### src/design/dcr_consts.svh
// addresses, field positions, field masks and reset values of the configuration bank
// assumes a 15-bit register address, as carried by the serial instruction word
`ifndef DCR_CONSTS_SVH
`define DCR_CONSTS_SVH

// ==========================================================================
// register addresses
`define DCR_A_SETUP 15'h0000
`define DCR_A_REV 15'h0006
`define DCR_A_STROBE 15'h0010
`define DCR_A_COEF_LO 15'h0011
`define DCR_A_COEF_HI 15'h0027
`define DCR_A_APIN 15'h0028
`define DCR_A_SYNC 15'h0029
`define DCR_A_MIX 15'h002a
`define DCR_A_CLK 15'h002b
`define DCR_A_DPIN 15'h002c
`define DCR_A_CORE 15'h002d
`define DCR_A_CSUM 15'h002e
`define DCR_A_BSTAT 15'h002f
`define DCR_N_COEF 23

// ==========================================================================
// field positions inside the stored setup nibble (upper half of the setup byte), the mixer byte and the digital pin byte
`define DCR_B_SRST 3
`define DCR_B_LSB 2
`define DCR_B_INC 1
`define DCR_B_4W 0
`define DCR_B_RCLK_SEL 3
`define DCR_B_PIN_OE 0

// ==========================================================================
// writable-bit masks; all other bits read as zero
`define DCR_M_STROBE 8'h03
`define DCR_M_APIN 8'h03
`define DCR_M_SYNC 8'h3f
`define DCR_M_MIX 8'h58
`define DCR_M_CLK 8'h1f
`define DCR_M_DPIN 8'h01
`define DCR_M_CORE 8'h01

// ==========================================================================
// reset values; coefficient bytes packed with address 0x11 in the low byte
`define DCR_R_APIN 8'h00
`define DCR_R_SYNC 8'h2d
`define DCR_R_MIX 8'h18
`define DCR_R_CLK 8'h02
`define DCR_R_DPIN 8'h01
`define DCR_R_CORE 8'h00
`define DCR_R_COEF 184'h000000e0000fc00fc00fc0887e971d0fc00fc0d71d0fc0

`endif

### src/design/dcr_pkg.sv
// types shared by the configuration bank modules
// assumes dcr_consts.svh is on the include path
`include "dcr_consts.svh"

package dcr_pkg;

  // ==========================================================================
  // serial frame phase, gray coded along idle -> instruction -> data
  typedef enum logic [1:0] {
    DCR_IDLE = 2'b00,
    DCR_INSTR = 2'b01,
    DCR_DATA = 2'b11
  } dcr_phase_e;

  // synchronised serial pins and clock edges
  typedef struct packed {
    logic sclk_rise;
    logic sclk_fall;
    logic cs_n;
    logic sdi;
  } dcr_pins_s;

  // synchroniser state: first stage, second stage, previous serial clock
  typedef struct packed {
    logic [2:0] m;
    logic [2:0] s;
    logic sclk_prev;
  } dcr_sync_s;

  // configuration bytes driven to the analog core
  typedef struct packed {
    logic [7:0] analog_pin;
    logic [7:0] sync_out;
    logic [7:0] mixer;
    logic [7:0] clk_div;
    logic [7:0] dig_pin;
    logic [7:0] core_rst;
  } dcr_cfg_s;

  // whole state of the register bank
  typedef struct packed {
    dcr_phase_e phase;
    logic [3:0] bit_cnt;
    logic [15:0] sr;
    logic [14:0] addr;
    logic rd;
    logic [7:0] tx;
    logic [3:0] setup;
    logic [1:0] strobe;
    logic [`DCR_N_COEF*8-1:0] coef;
    logic [`DCR_N_COEF*8-1:0] coef_act;
    logic coef_load;
    dcr_cfg_s cfg;
    logic [7:0] csum;
    logic [2:0] bstat;
    logic dout;
    logic sdio_oe_n;
    logic sdo_out;
    logic sdo_oe_n;
  } dcr_core_s;

endpackage

### src/design/dcr_config_bank.sv
// serial-port configuration register bank of the demodulator
// assumes a boot loader on sys_clk reports results; serial pins are asynchronous
`timescale 1ns/1ps
`include "dcr_consts.svh"

module dcr_config_bank #(
  parameter logic [3:0] DIE_REV = 4'h3 // arbitrary value
) (
  input wire logic sys_clk,
  input wire logic srst,
  input wire logic sclk_pin,
  input wire logic cs_n_pin,
  input wire logic sdio_in,
  output logic sdio_out,
  output logic sdio_oe_n,
  output logic sdo_out,
  output logic sdo_oe_n,
  input wire logic rclk_in,
  input wire logic boot_busy,
  input wire logic boot_done,
  input wire logic boot_timeout,
  input wire logic boot_match,
  input wire logic [7:0] boot_csum,
  output logic soft_reset,
  output dcr_pkg::dcr_cfg_s cfg,
  output logic [`DCR_N_COEF*8-1:0] coef_active,
  output logic coef_load
);

  // ==========================================================================
  // reset image and helpers
  function automatic dcr_pkg::dcr_core_s rst_st();
    dcr_pkg::dcr_core_s s;
    s = '0;
    s.phase = dcr_pkg::DCR_IDLE;
    s.coef = `DCR_R_COEF;
    s.coef_act = `DCR_R_COEF;
    s.cfg = '{analog_pin: `DCR_R_APIN, sync_out: `DCR_R_SYNC, mixer: `DCR_R_MIX,
              clk_div: `DCR_R_CLK, dig_pin: `DCR_R_DPIN, core_rst: `DCR_R_CORE};
    s.sdio_oe_n = 1'b1;
    s.sdo_oe_n = 1'b1;
    return s;
  endfunction

  localparam dcr_pkg::dcr_core_s RST_ST = rst_st();

  // setup byte: stored upper nibble with its bit-reversed mirror below
  function automatic logic [7:0] setup_byte(input logic [3:0] u);
    return {u, u[0], u[1], u[2], u[3]};
  endfunction

  // address step for multibyte access
  function automatic logic [14:0] step(input logic [14:0] a, input logic inc);
    return inc ? 15'(a + 15'h0001) : 15'(a - 15'h0001);
  endfunction

  function automatic logic is_coef(input logic [14:0] a);
    return (a >= `DCR_A_COEF_LO) && (a <= `DCR_A_COEF_HI);
  endfunction

  // read mux; unmapped and don't-care bits return zero
  function automatic logic [7:0] rd_reg(input dcr_pkg::dcr_core_s s, input logic [14:0] a);
    logic [7:0] v;
    int idx;
    v = 8'h00;
    idx = int'(a - `DCR_A_COEF_LO);
    if (is_coef(a)) begin
      v = s.coef[idx*8 +: 8];
    end else begin
      case (a)
        `DCR_A_SETUP: v = setup_byte(s.setup);
        `DCR_A_REV: v = {4'h0, DIE_REV};
        `DCR_A_STROBE: v = {6'h00, s.strobe};
        `DCR_A_APIN: v = s.cfg.analog_pin;
        `DCR_A_SYNC: v = s.cfg.sync_out;
        `DCR_A_MIX: v = s.cfg.mixer;
        `DCR_A_CLK: v = s.cfg.clk_div;
        `DCR_A_DPIN: v = s.cfg.dig_pin;
        `DCR_A_CORE: v = s.cfg.core_rst;
        `DCR_A_CSUM: v = s.csum;
        `DCR_A_BSTAT: v = {5'h00, s.bstat};
        default: v = 8'h00;
      endcase
    end
    return v;
  endfunction

  dcr_pkg::dcr_pins_s pins;
  dcr_pkg::dcr_core_s st_q;
  dcr_pkg::dcr_core_s st_d;
  logic wr_en;
  logic byte_done;
  logic [7:0] wr_data;

  dcr_pin_sync u_sync (
    .sys_clk(sys_clk),
    .srst(srst),
    .sclk_pin(sclk_pin),
    .cs_n_pin(cs_n_pin),
    .sdi_pin(sdio_in),
    .pins(pins)
  );

  // ==========================================================================
  // serial protocol, register writes, soft reset and pin drive
  always_comb begin
    logic lsb;
    logic [15:0] sr_n;
    logic [14:0] nxt;
    int idx;
    lsb = st_q.setup[`DCR_B_LSB];
    sr_n = 16'h0000;
    nxt = step(st_q.addr, st_q.setup[`DCR_B_INC]);
    idx = int'(st_q.addr - `DCR_A_COEF_LO);
    st_d = st_q;
    st_d.coef_load = 1'b0;
    wr_en = 1'b0;
    byte_done = 1'b0;
    wr_data = 8'h00;
    // the port is shut while the boot loader owns the registers
    if (pins.cs_n || boot_busy) begin
      st_d.phase = dcr_pkg::DCR_IDLE;
      st_d.bit_cnt = 4'h0;
      st_d.rd = 1'b0;
    end else begin
      if (st_q.phase == dcr_pkg::DCR_IDLE) begin
        st_d.phase = dcr_pkg::DCR_INSTR;
      end
      if (pins.sclk_rise) begin
        // msb first shifts left, lsb first shifts right
        sr_n = lsb ? {pins.sdi, st_q.sr[15:1]} : {st_q.sr[14:0], pins.sdi};
        st_d.sr = sr_n;
        st_d.bit_cnt = 4'(st_q.bit_cnt + 4'h1);
        if (st_q.phase != dcr_pkg::DCR_DATA && st_q.bit_cnt == 4'hf) begin
          st_d.phase = dcr_pkg::DCR_DATA;
          st_d.bit_cnt = 4'h0;
          st_d.rd = sr_n[15];
          st_d.addr = sr_n[14:0];
          st_d.tx = rd_reg(st_q, sr_n[14:0]);
        end else if (st_q.phase == dcr_pkg::DCR_DATA && st_q.bit_cnt == 4'h7) begin
          byte_done = 1'b1;
          st_d.bit_cnt = 4'h0;
          st_d.addr = nxt;
          wr_en = ~st_q.rd;
          wr_data = lsb ? sr_n[15:8] : sr_n[7:0];
          if (st_q.rd) begin
            st_d.tx = rd_reg(st_q, nxt);
          end
        end
      end
      // read data leaves on the falling edge, first bit right after the instruction
      if (pins.sclk_fall && st_q.phase == dcr_pkg::DCR_DATA && st_q.rd) begin
        st_d.dout = lsb ? st_q.tx[0] : st_q.tx[7];
        st_d.tx = lsb ? {1'b0, st_q.tx[7:1]} : {st_q.tx[6:0], 1'b0};
      end
    end
    // writes; read-only addresses fall through untouched
    if (wr_en) begin
      if (is_coef(st_q.addr)) begin
        st_d.coef[idx*8 +: 8] = wr_data;
      end else begin
        case (st_q.addr)
          `DCR_A_SETUP: st_d.setup = wr_data[7:4] |
                                     {wr_data[0], wr_data[1], wr_data[2], wr_data[3]};
          `DCR_A_STROBE: st_d.strobe = wr_data[1:0];
          `DCR_A_APIN: st_d.cfg.analog_pin = wr_data & `DCR_M_APIN;
          `DCR_A_SYNC: st_d.cfg.sync_out = wr_data & `DCR_M_SYNC;
          `DCR_A_MIX: st_d.cfg.mixer = wr_data & `DCR_M_MIX;
          `DCR_A_CLK: st_d.cfg.clk_div = wr_data & `DCR_M_CLK;
          `DCR_A_DPIN: st_d.cfg.dig_pin = wr_data & `DCR_M_DPIN;
          `DCR_A_CORE: st_d.cfg.core_rst = wr_data & `DCR_M_CORE;
          default: ;
        endcase
      end
    end
    // coefficient transfer on the strobe leaving zero
    if (st_q.strobe == 2'b00 && st_d.strobe != 2'b00) begin
      st_d.coef_act = st_d.coef;
      st_d.coef_load = 1'b1;
    end
    // soft reset pins setup to its reset bit alone and strobe, coefficients and configuration bytes to defaults until the host clears it
    if (st_d.setup[`DCR_B_SRST]) begin
      st_d.setup = 4'h8;
      st_d.strobe = 2'b00;
      st_d.coef = RST_ST.coef;
      st_d.coef_act = RST_ST.coef_act;
      st_d.cfg = RST_ST.cfg;
      st_d.coef_load = 1'b0;
    end
    // boot results are status, so soft reset leaves them alone
    if (boot_done) begin
      st_d.csum = boot_csum;
      st_d.bstat = {~boot_timeout & ~boot_match, ~boot_timeout & boot_match,
                    ~boot_timeout};
    end
    // 3-wire reads turn the data pin around; 4-wire reads use the output pin when dig_pin enables it and the mixer does not put the reference clock there
    st_d.sdio_oe_n = ~(st_q.phase == dcr_pkg::DCR_DATA && st_q.rd && !pins.cs_n &&
                       !st_q.setup[`DCR_B_4W]);
    if (st_q.cfg.mixer[`DCR_B_RCLK_SEL]) begin
      st_d.sdo_out = rclk_in;
      st_d.sdo_oe_n = ~st_q.cfg.dig_pin[`DCR_B_PIN_OE];
    end else begin
      st_d.sdo_out = st_d.dout;
      st_d.sdo_oe_n = ~(st_q.phase == dcr_pkg::DCR_DATA && st_q.rd && !pins.cs_n &&
                        st_q.setup[`DCR_B_4W] && st_q.cfg.dig_pin[`DCR_B_PIN_OE]);
    end
  end

  always_ff @(posedge sys_clk) begin
    if (srst) begin
      st_q <= RST_ST;
    end else begin
      st_q <= st_d;
    end
  end

  assign sdio_out = st_q.dout;
  assign sdio_oe_n = st_q.sdio_oe_n;
  assign sdo_out = st_q.sdo_out;
  assign sdo_oe_n = st_q.sdo_oe_n;
  assign soft_reset = st_q.setup[`DCR_B_SRST];
  assign cfg = st_q.cfg;
  assign coef_active = st_q.coef_act;
  assign coef_load = st_q.coef_load;
endmodule // dcr_config_bank

### src/design/dcr_pin_sync.sv
// two-stage synchroniser for the serial pins plus serial clock edge detection
// assumes the serial clock is well below half of sys_clk
`timescale 1ns/1ps
`include "dcr_consts.svh"

module dcr_pin_sync (
  input wire logic sys_clk,
  input wire logic srst,
  input wire logic sclk_pin,
  input wire logic cs_n_pin,
  input wire logic sdi_pin,
  output dcr_pkg::dcr_pins_s pins
);

  dcr_pkg::dcr_sync_s st_q;
  dcr_pkg::dcr_sync_s st_d;

  // ==========================================================================
  // stage shift; edges look only at the second stage, never the first
  always_comb begin
    st_d = st_q;
    st_d.m = {sclk_pin, cs_n_pin, sdi_pin};
    st_d.s = st_q.m;
    st_d.sclk_prev = st_q.s[2];
  end

  always_ff @(posedge sys_clk) begin
    if (srst) begin
      st_q <= '{m: 3'h2, s: 3'h2, sclk_prev: 1'b0}; // chip select idles high
    end else begin
      st_q <= st_d;
    end
  end

  assign pins.sclk_rise = st_q.s[2] & ~st_q.sclk_prev;
  assign pins.sclk_fall = ~st_q.s[2] & st_q.sclk_prev;
  assign pins.cs_n = st_q.s[1];
  assign pins.sdi = st_q.s[0];

endmodule // dcr_pin_sync

### config.mk
export PLATFORM = sky130hd
export DESIGN_NAME = dcr_config_bank
export DESIGN_NICKNAME = d
export VERILOG_FILES = /design/src/design/dcr_pkg.sv /design/src/design/dcr_config_bank.sv /design/src/design/dcr_pin_sync.sv
export VERILOG_INCLUDE_DIRS = /design/src /design/src/design
export SDC_FILE = /design/constraint.sdc
export NUM_CORES = 1
export LEC_CHECK = 0
export BUFFER_PORTS_ARGS = -buffer_cell sky130_fd_sc_hd__buf_2
export CAP_MARGIN = 20
export CELL_PAD_IN_SITES_DETAIL_PLACEMENT = 0
export CELL_PAD_IN_SITES_GLOBAL_PLACEMENT = 1
export CORE_MARGIN = 4
export CORE_UTILIZATION = 49
export CTS_CLUSTER_DIAMETER = 60
export DETAILED_ROUTE_END_ITERATION = 7
export PLACE_DENSITY_LB_ADDON = 0.1
export SKIP_CTS_REPAIR_TIMING = 1
export SLEW_MARGIN = 5
export SYNTH_ARGS = -nofsm -noshare
export SYNTH_HDL_FRONTEND = slang
export SYNTH_HIERARCHICAL = 1
export SYNTH_SLANG_ARGS = --single-unit
export TNS_END_PERCENT = 5
### constraint.sdc
create_clock -name sys_clk -period 8.1 [get_ports sys_clk]
set_clock_uncertainty 0.1 [all_clocks]
set_input_delay 1.215 -clock sys_clk [delete_from_list [all_inputs] [get_ports sys_clk]]
set_output_delay 1.215 -clock sys_clk [all_outputs]
set_load 0.01 [all_outputs]
* After elaboration in Yosys (flattened, before gate mapping)
Cells that the tools add are included.
Widths: inputs -> output; s select.
** Cells by class
- Mux-type cells :: 48
- Shifts and indexed selects :: 4
- $add $sub $neg :: 7
- Equal/unequal tests :: 31
- Reduce and logical (&&, ||, !) cells :: 39
- Bitwise logic cells :: 15
- Order comparisons :: 6
** Operators with widths (count)
- $mux 423 :: 1
- $shiftx 184x19->8 :: 2
- $eq 15x6->1 const B :: 22
- $mux 190 :: 1
- $mux 185 :: 1
- $bwmux 184 :: 1
- $mux 184 :: 1
- $shift 8x33->184 const A :: 1
- $shiftx 8x33->184 :: 1
- $pmux 8 s11 :: 2
- $mux 8 :: 12
- $mux 42 :: 2
- $sub 15x5->16 const B :: 3
- $mux 46 :: 1
- $eq 15x5->1 const B :: 3
- $ge 15x5->1 const B :: 3
- $le 15x6->1 const B :: 3
- $logic_not 15->1 :: 3
- $mux 15 :: 3
- $neg 19->33 :: 1
- $eq 15x3->1 const B :: 2
- $reduce_and 3->1 :: 8
- $mux 16 :: 1
- $add 15x1->15 const B :: 1
- other kinds (24) :: 71
** Storage, ports and cells
- Flip-flop bits (word level) :: 461
- Word-level logic and storage cells :: 177
- Output and inout port bits :: 238

* Depth between registers and ports, before layout
Gate-level depths: netlist of the first run.
- Depth in word-level cells :: 14
- Depth in mapped cells :: 18
- Mapped depth without buffers :: 12

* Modules after synthesis
Netlist of the first run, hierarchy kept.
** By module, submodules not included
- dcr_config_bank :: area each 25140.4 sq um, cells each 2957, times used 1
- dcr_pin_sync :: area each 211.5 sq um, cells each 18, times used 1

* Worst setup path before layout of the first run
No wires, ideal clock.
- Path kind :: reg2reg
- Start :: reg st_q[436] (netlist name)
- End :: reg st_q[438] (netlist name)
- Stages on the path, launching flop included :: 17
- Arrival :: 3.995 ns
- Clock period less this slack :: 4.224 ns
- Slack :: 3.876 ns
- Path through :: dfxtp_1 buf_2 buf_2 buf_2 buf_2 buf_2 buf_1 a21oi_1 ha_1 clkbuf_1 clkbuf_1 mux4_2 mux4_2 nand2_1 a21oi_1 o221ai_1 a32oi_1
** On the way
- Cells in the longest elaborated chain, start to end :: 7
- Elaborated cells on any way between the ends :: 23
- Classes of those cells :: add/sub (1); order compare (2); eq/ne (10); shift (1); mux (7); reduce/logical (2)
** RTL lines
- start: declaration :: line dcr_config_bank.sv:89 : dcr_pkg::dcr_core_s st_q;
- start signal: assignment :: line dcr_config_bank.sv:213 : st_q <= st_d;
- $mux 16 :: line dcr_config_bank.sv:131 : sr_n = lsb ? {pins.sdi, st_q.sr[15:1]} : {st_q.sr[14:0], pins.sdi};
- $sub 15x5->16 (no source line), or another cell as far along
- $shiftx 184x19->8, or another cell as far along :: line dcr_config_bank.sv:68 : v = s.coef[idx*8 +: 8];
- $mux 8 :: line dcr_config_bank.sv:67 : if (is_coef(a)) begin
- $mux 8 :: line dcr_config_bank.sv:134 : if (st_q.phase != dcr_pkg::DCR_DATA && st_q.bit_cnt == 4'hf) begin
- $mux 46 :: line dcr_config_bank.sv:129 : if (pins.sclk_rise) begin
- $mux 8 * :: line dcr_config_bank.sv:152 : if (pins.sclk_fall && st_q.phase == dcr_pkg::DCR_DATA && st_q.rd) begin
Mark *: on every way between the ends. The rest lies on a longest branch, timed or not. The select of a mux whose other input is x is not followed.
A chain may end at the register's enable or synchronous reset.

* Worst setup path after layout of the first run
- Start :: reg st_q[447] (netlist name)
- End :: reg st_q (netlist bit coef_active[40])
** On the way
- Cells in the longest elaborated chain, start to end :: 6
- Elaborated cells on any way between the ends :: 18
- Classes of those cells :: add/sub (2); order compare (2); eq/ne (1); shift (2); mux (6); reduce/logical (5)
** RTL lines
- $sub 15x5->16 (no source line), or another cell as far along
- $neg 19->33, or another cell as far along :: line dcr_config_bank.sv:160 : st_d.coef[idx*8 +: 8] = wr_data;
- $shiftx 8x33->184, or another cell as far along :: line dcr_config_bank.sv:160
- $bwmux 184 or $mux 190 (tied branches) :: line dcr_config_bank.sv:160, dcr_config_bank.sv:158
- $mux 184 or $reduce_bool 2->1 (tied branches) :: line dcr_config_bank.sv:159, dcr_config_bank.sv:177
- $mux 190 * :: line dcr_config_bank.sv:158 : if (wr_en) begin
Mark *: on every way between the ends. The rest lies on a longest branch, timed or not.

==> results of run 1 <==
[power by group through the flow]
stage               clock, mW  combinational (mW)  sequential, mW
global placement            0               0.136            2.33
global route             2.69               0.149            2.28
detailed placement          0               0.137            2.33
CTS                      2.59               0.138            2.28
floorplan                   0               0.109            2.33
finish                   2.57               0.139            2.28
[layout make-up]
cell class / instances / area [sq um]
timing repair buffer: 269 / 1490
fill: 4926 / 24200
multi-input combinational: 2079 / 13600
tap: 680 / 851
inverter: 25 / 93.8
clock buffer: 72 / 1490
sequential: 461 / 9230
clock inverter: 23 / 363
[routing by layer]
metal / vias to the layer above / track usage, % / wire length (um)
met4: 2 / 22.1 / 8020
li1: 10096 / - / -
met3: 335 / 5.62 / 7180
met5: - / 0 / 13
met1: 10920 / 42.6 / 38500
met2: 1175 / 55.3 / 46100
[final timing paths]
path,to
max,coef_active[40]$_SDFFE_PP1P_
min,u_sync/pins[1]$_SDFF_PP1_
max reg2reg,coef_active[40]$_SDFFE_PP1P_
min reg2reg,u_sync/pins[1]$_SDFF_PP1_
[cells by family (layout without fill, tap and decap cells)]
group | Yosys count | after routing | synth area share (%)
DFF | 461 | 461 | 36.4
and+or+nand+nor | 1133 | 1133 | 21.1
AOI/OAI and AO/OA | 577 | 577 | 14.0
adders and majority gates | 30 | 30 | 1.51
other | 1 | 30 | 0.0148
muxes | 277 | 277 | 14.6
buffers and inverters | 464 | 389 | 10.9
xor gates and xnor gates | 32 | 32 | 1.37
[layout by cell type (no fill, tap or decap), types with 22 or more instances in the layout]
master	Yosys	final
buf_2	53	225
nor3_1	36	34
ha_1	29	28
buf_4	244	41
a21oi_1	179	179
clkbuf_16	0	53
o211ai_1	47	47
nand2b_1	57	56
mux4_2	73	73
dfxtp_1	461	460
o21ai_0	167	167
nand2_1	270	270
mux2i_1	195	194
conb_1	1	30
nor2_1	471	470
a211oi_1	34	34
nand4_1	32	32
inv_1	22	22
nand3_1	133	133
[registers in the layout, summed over array words and instances, names as in the netlist]
signal / flops
sdio_oe_n: 1
u_sync/st_q: 1
sdo_oe_n: 1
st_q: 246
soft_reset: 1
u_sync/st_d: 4
sdo_out: 1
coef_active: 184
sdio_out: 1
u_sync/pins: 2
cfg: 18
coef_load: 1
[critical path, cell delays in order (launching register included)]
cell	delay, ns
dfxtp_1	0.31
buf_4	0.43
inv_2	0.39
ha_1	0.55
and2_1	0.71
o211ai_1	0.27
xor2_2	0.93
nor4_4	0.10
buf_4	0.29
nand3_1	0.54
nand2_1	0.25
o21ai_0	0.19
==> flow_summary.yaml, run 1 <==
synthesis:
  synth_top_area_share_pct: 36.4
  avgSynthCellArea_sq_um: 8.52
  yosysTopAreaCell: "dfxtp_1"
  synth_warnings: 6
  synth.distinct_cells: 106
  ys.flop_type: "dfxtp_1"
  yosysMostFrequentCell: "nor2_1"
  seq_area_frac_synth_pct: 36.4
  synth_commonest_cells: "nor2_1 (471), dfxtp_1 (461), nand2_1 (270)"
  synth-seq-cells: 461
  synthArstFlopShare_pct: 0
  synthTopCellsByArea: "dfxtp_1 (36%), mux2i_1 (7.7%), buf_4 (7.2%)"
  synth_edf_count: 0
  syn_area_sq_um: 25400
  syn_inst: 2975
routing:
  post-route-drc-count: 0
  drt-initial-drc-count: 2424
  wl_per_cell_um: 27.7
  drt-pass1-iter-count: 6
  final_antenna_net_count: 0
  vias: 22528
  drt-total-wl_um: 99800
  vias_per_cell: 6.24
sta:
  maxSlewHeadroom_pct: 20.0
  worstMarginPinSlew_ns: 1.19
  hold_violations: 0
  fin_crit_sh_pct: 64.0
  setup_viol: 0
  finalSetupTns_ns: 0
  slew_violations: 0
  rsz0062_at_grt: "false"
  fin_ws_ns: 2.92
  fmax_ghz: 0.193
  timing.hold.ws_ns: 0.311
  fin_crit_ns: 5.18
run_status:
  outcome: "complete, no violations"
worst_hold_path:
  min-delay-path-class: "reg2reg"
  min_from: "u_sync/st_d[2]$_SDFF_PP1_"
  whs_path_depth: 1
job:
  maxCapViolations: 0
power_and_ir_drop:
  p_seq_share_pct: 45.7
  power_leakage_nw: 10.8
  p_total_mw: 4.99
  sw_frac_of_total_pct: 23.0
  clock_power_share_pct: 51.5
  power.density_nw_per_um2: 184
  p_int_mw: 3.84
  power_switching_mw: 1.15
  vdd_drop_max_mv: 0.179
  comb_power_share_pct: 2.8
finish:
  final-instance-count-excl-fill: 3609
  final_area_sq_um: 27100
  fin_util_pct: 52.9
  area_growth_syn_to_layout_pct: 7.01
  drive_gt1_share_pct: 17.3
  n_antenna_cell: 0
  fin_nets: 2937
floorplanning:
  core_area_sq_um: 51300
  die_area_sq_um: 55400
  io_pins: 256
  rows: 83
  die_y_um: 235
  initial_core_util_pct: 49.4
  die_w_um: 235
worst_setup_path:
  critical_path_class: "reg2reg"
  crit_fanout: 44
  reg2reg_depth: 11
  required_ns: 8.54
  ff2ff_setup_slack_ns: 2.92
  r2r-start: "st_q[447]$_SDFFE_PP0P_"
  startpoint: "st_q[447]$_SDFFE_PP0P_"
  crit_path_start_kind: "register"
  worst_ep_arrival_time_ns: 5.62
  worst_setup_path_end_kind: "register"
global_route:
  track_usage_pct: 34.2
  grt_pass1_vias: 21571
  grt_max_degree: 175
  grt_pass1_wl_um: 145000
  antenna_found_initial: 2
  grt-ovfl-total: 0
placement:
  portBuffers: 225
  placed_area_sq_um: 25300
  post-place-ws_ns: 3.12
  hpwl_um: 74400
  dpl.cell_count: 3513
  place_congestion: 0.989
clocking:
  cts_root_buffer: "clkbuf_16"
  cts_max_path_buffers: 3
  clock_sinks: 461
  clk_pin_slew_worst_paths_ns: 0.06
  cts_buffers: 53
  htreeDepth: 2
  clk_latency_ns: 0.62
  tritoncts: "done"
(Power assumes the default switching activity.)
==> run 2: changes to the inputs <==
- ABC_AREA: not set -> 1
- CORE_UTILIZATION: 49 -> 43
- clock period: 8.1 -> 5.1 ns (I/O delays scaled with it)
==> flow_summary.yaml, run 2 <==
floorplanning:
  die_w_um: 263
  rows: 93
  io_pins: 256
  die_y_um: 263
  die_area_sq_um: 69000
  core_area_sq_um: 64300
  initial_core_util_pct: 43.4
sta:
  timing.hold.ws_ns: 0.199
  setup_viol: 0
  fin_crit_sh_pct: 88.9
  fin_crit_ns: 4.53
  slew_violations: 0
  worstMarginPinSlew_ns: 1.17
  rsz0062_at_grt: "false"
  fmax_ghz: 0.221
  finalSetupTns_ns: 0
  maxSlewHeadroom_pct: 21.0
  hold_violations: 0
routing:
  vias: 29668
  drt-pass1-iter-count: 6
  drt-total-wl_um: 128000
  wl_per_cell_um: 24.4
  vias_per_cell: 5.67
  post-route-drc-count: 0
  final_antenna_net_count: 0
  drt-initial-drc-count: 3390
synthesis:
  synth-xor-area-share_pct: 0.565
  synth_commonest_cells: "nand2_1 (1015), inv_1 (515), dfxtp_1 (461)"
  syn_area_sq_um: 27900
  synthMuxAreaShare_pct: 0.108
  ys.flop_type: "dfxtp_1"
  synth.distinct_cells: 52
  syn_inst: 4391
  synth_edf_count: 0
  synth-adder-area-share_pct: 1.37
  synth-seq-cells: 461
  synth_warnings: 6
  synth_compound_area_share_pct: 17.0
  synth_top_area_share_pct: 33.1
  synth_top_family_by_area: "simple AND/OR/NAND/NOR gates"
  seq_area_frac_synth_pct: 33.1
  synthTopCellsByArea: "dfxtp_1 (33%), nand2_1 (14%), a21oi_1 (8.0%)"
  yosysTopAreaCell: "dfxtp_1"
  avgSynthCellArea_sq_um: 6.35
  synthArstFlopShare_pct: 0
  yosysMostFrequentCell: "nand2_1"
  synthSimpleGateAreaFrac_pct: 30.9
worst_setup_path:
  worst_setup_path_end_kind: "register"
  crit_fanout: 53
  critical_path_class: "reg2reg"
  required_ns: 5.53
  ff2ff_setup_slack_ns: 0.57
  worst_ep_arrival_time_ns: 4.96
  crit_path_start_kind: "register"
power_and_ir_drop:
  power_leakage_nw: 13.6
  vdd_drop_max_mv: 0.228
  power.density_nw_per_um2: 263
placement:
  portBuffers: 225
  placed_area_sq_um: 28600
  place_congestion: 1.07
  hpwl_um: 94400
job:
  maxCapViolations: 0
clocking:
  clk_latency_ns: 0.65
  cts_root_buffer: "clkbuf_16"
  cts_max_path_buffers: 3
  htreeDepth: 2
  cts_buffers: 56
  clk_pin_slew_worst_paths_ns: 0.06
  tritoncts: "done"
  clock_sinks: 461
global_route:
  grt_pass1_vias: 27751
  grt_max_degree: 222
  grt_pass1_wl_um: 185000
  grt-ovfl-total: 0
  track_usage_pct: 35.2
  antenna_found_initial: 4
finish:
  final_cell_mix: "nand2_1 (1014), inv_1 (514), dfxtp_1 (460)"
  fillers: 7033
  drive_gt1_share_pct: 11.6
  fin_nets: 4383
  final_common_cell: "nand2_1"
  final_area_sq_um: 30500
  largest_register_ffs: 246
  regMostFlops: "st_q"
  area_growth_syn_to_layout_pct: 9.20
run_status:
  outcome: "complete, no violations"
worst_hold_path:
  min-delay-path-class: "in2reg"
## run 2: cell types whose count changed in the layout (fill, tap and decap cells not counted), moves of 109 or more
cell,previous run,this run
nand2_1,270,1014
inv_1,22,514
a21oi_1,179,446
nand4_1,32,141
mux2i_1,194,3
o21ai_0,167,300
nand3_1,133,296
## run 2: layout make-up
type	count	area, sq um	share of cell area [%]
antenna	1	2.50	0.00821
clock buffer	78	1600	5.26
clock inverter	26	274	0.899
inverter	537	2030	6.66
multi-input combinational	2949	14100	46.3
sequential	461	9230	30.3
tap	855	1070	3.51
timing repair buffer	330	2150	7.05
## run 2: cells by family (layout without fill, tap and decap cells)
group	count (synthesis)	in the layout
buffers and inverters	1010	971
other	1	31
adders and majority gates	30	30
and+or+nand+nor	1975	1975
AOI/OAI and AO/OA	893	893
xor gates and xnor gates	18	18
DFF	461	461
muxes	3	3
## run 2: power breakdown
group / switching [mW] / total [mW] / internal [mW]
Clock: 1.74 / 4.10 / 2.36
Sequential: 0.00633 / 3.62 / 3.61
Combinational: 0.215 / 0.279 / 0.0638
Total: 1.96 / 8.00 / 6.04
## run 2: path summary, 6_finish.rpt
check	start	endpoint	depth (start not counted)
setup / recovery	st_q[447]$_SDFFE_PP0P_	st_q[441]$_SDFFE_PP0P_	14
hold / removal	cs_n_pin	u_sync/st_d[2]$_SDFF_PP1_	3
setup reg to reg	st_q[447]$_SDFFE_PP0P_	st_q[441]$_SDFFE_PP0P_	14
hold reg to reg	u_sync/st_d[3]$_SDFF_PP0_	u_sync/st_d[0]$_SDFF_PP0_	2
## run 2: per-stage QoR
step	total power [mW]	setup WS (ns)	std cells	utilization (%)
finish	8.00	0.567	5237	47.3
global route	8.21	0.219	5236	47.3
CTS	8.04	0.792	5236	47.3
detailed placement	3.97	0.812	5132	44.4
global placement	3.97	0.800	5131	44.4
floorplan	3.87	1.09	4420	-
## run 2: worst max-delay path, stage by stage (launching register included)
cell and delay, ns:
dfxtp_2 0.39, buf_4 0.45, buf_4 0.62, ha_1 0.35, xnor2_2 0.16, clkinv_1 0.59
buf_4 0.44, nand2_1 0.08, a21oi_1 0.14, nor3_1 0.29, nor3_1 0.12, a21oi_1 0.36
nand3_1 0.13, nand2_1 0.10, a21oi_1 0.06
## run 2: per-layer routing
layer	vias up	wire, um	track usage, %
met1	13799	49300	42.6
met4	6	10100	22.9
met2	1497	57900	57.4
met5	-	52	0
li1	13959	-	-
met3	407	10500	6.53
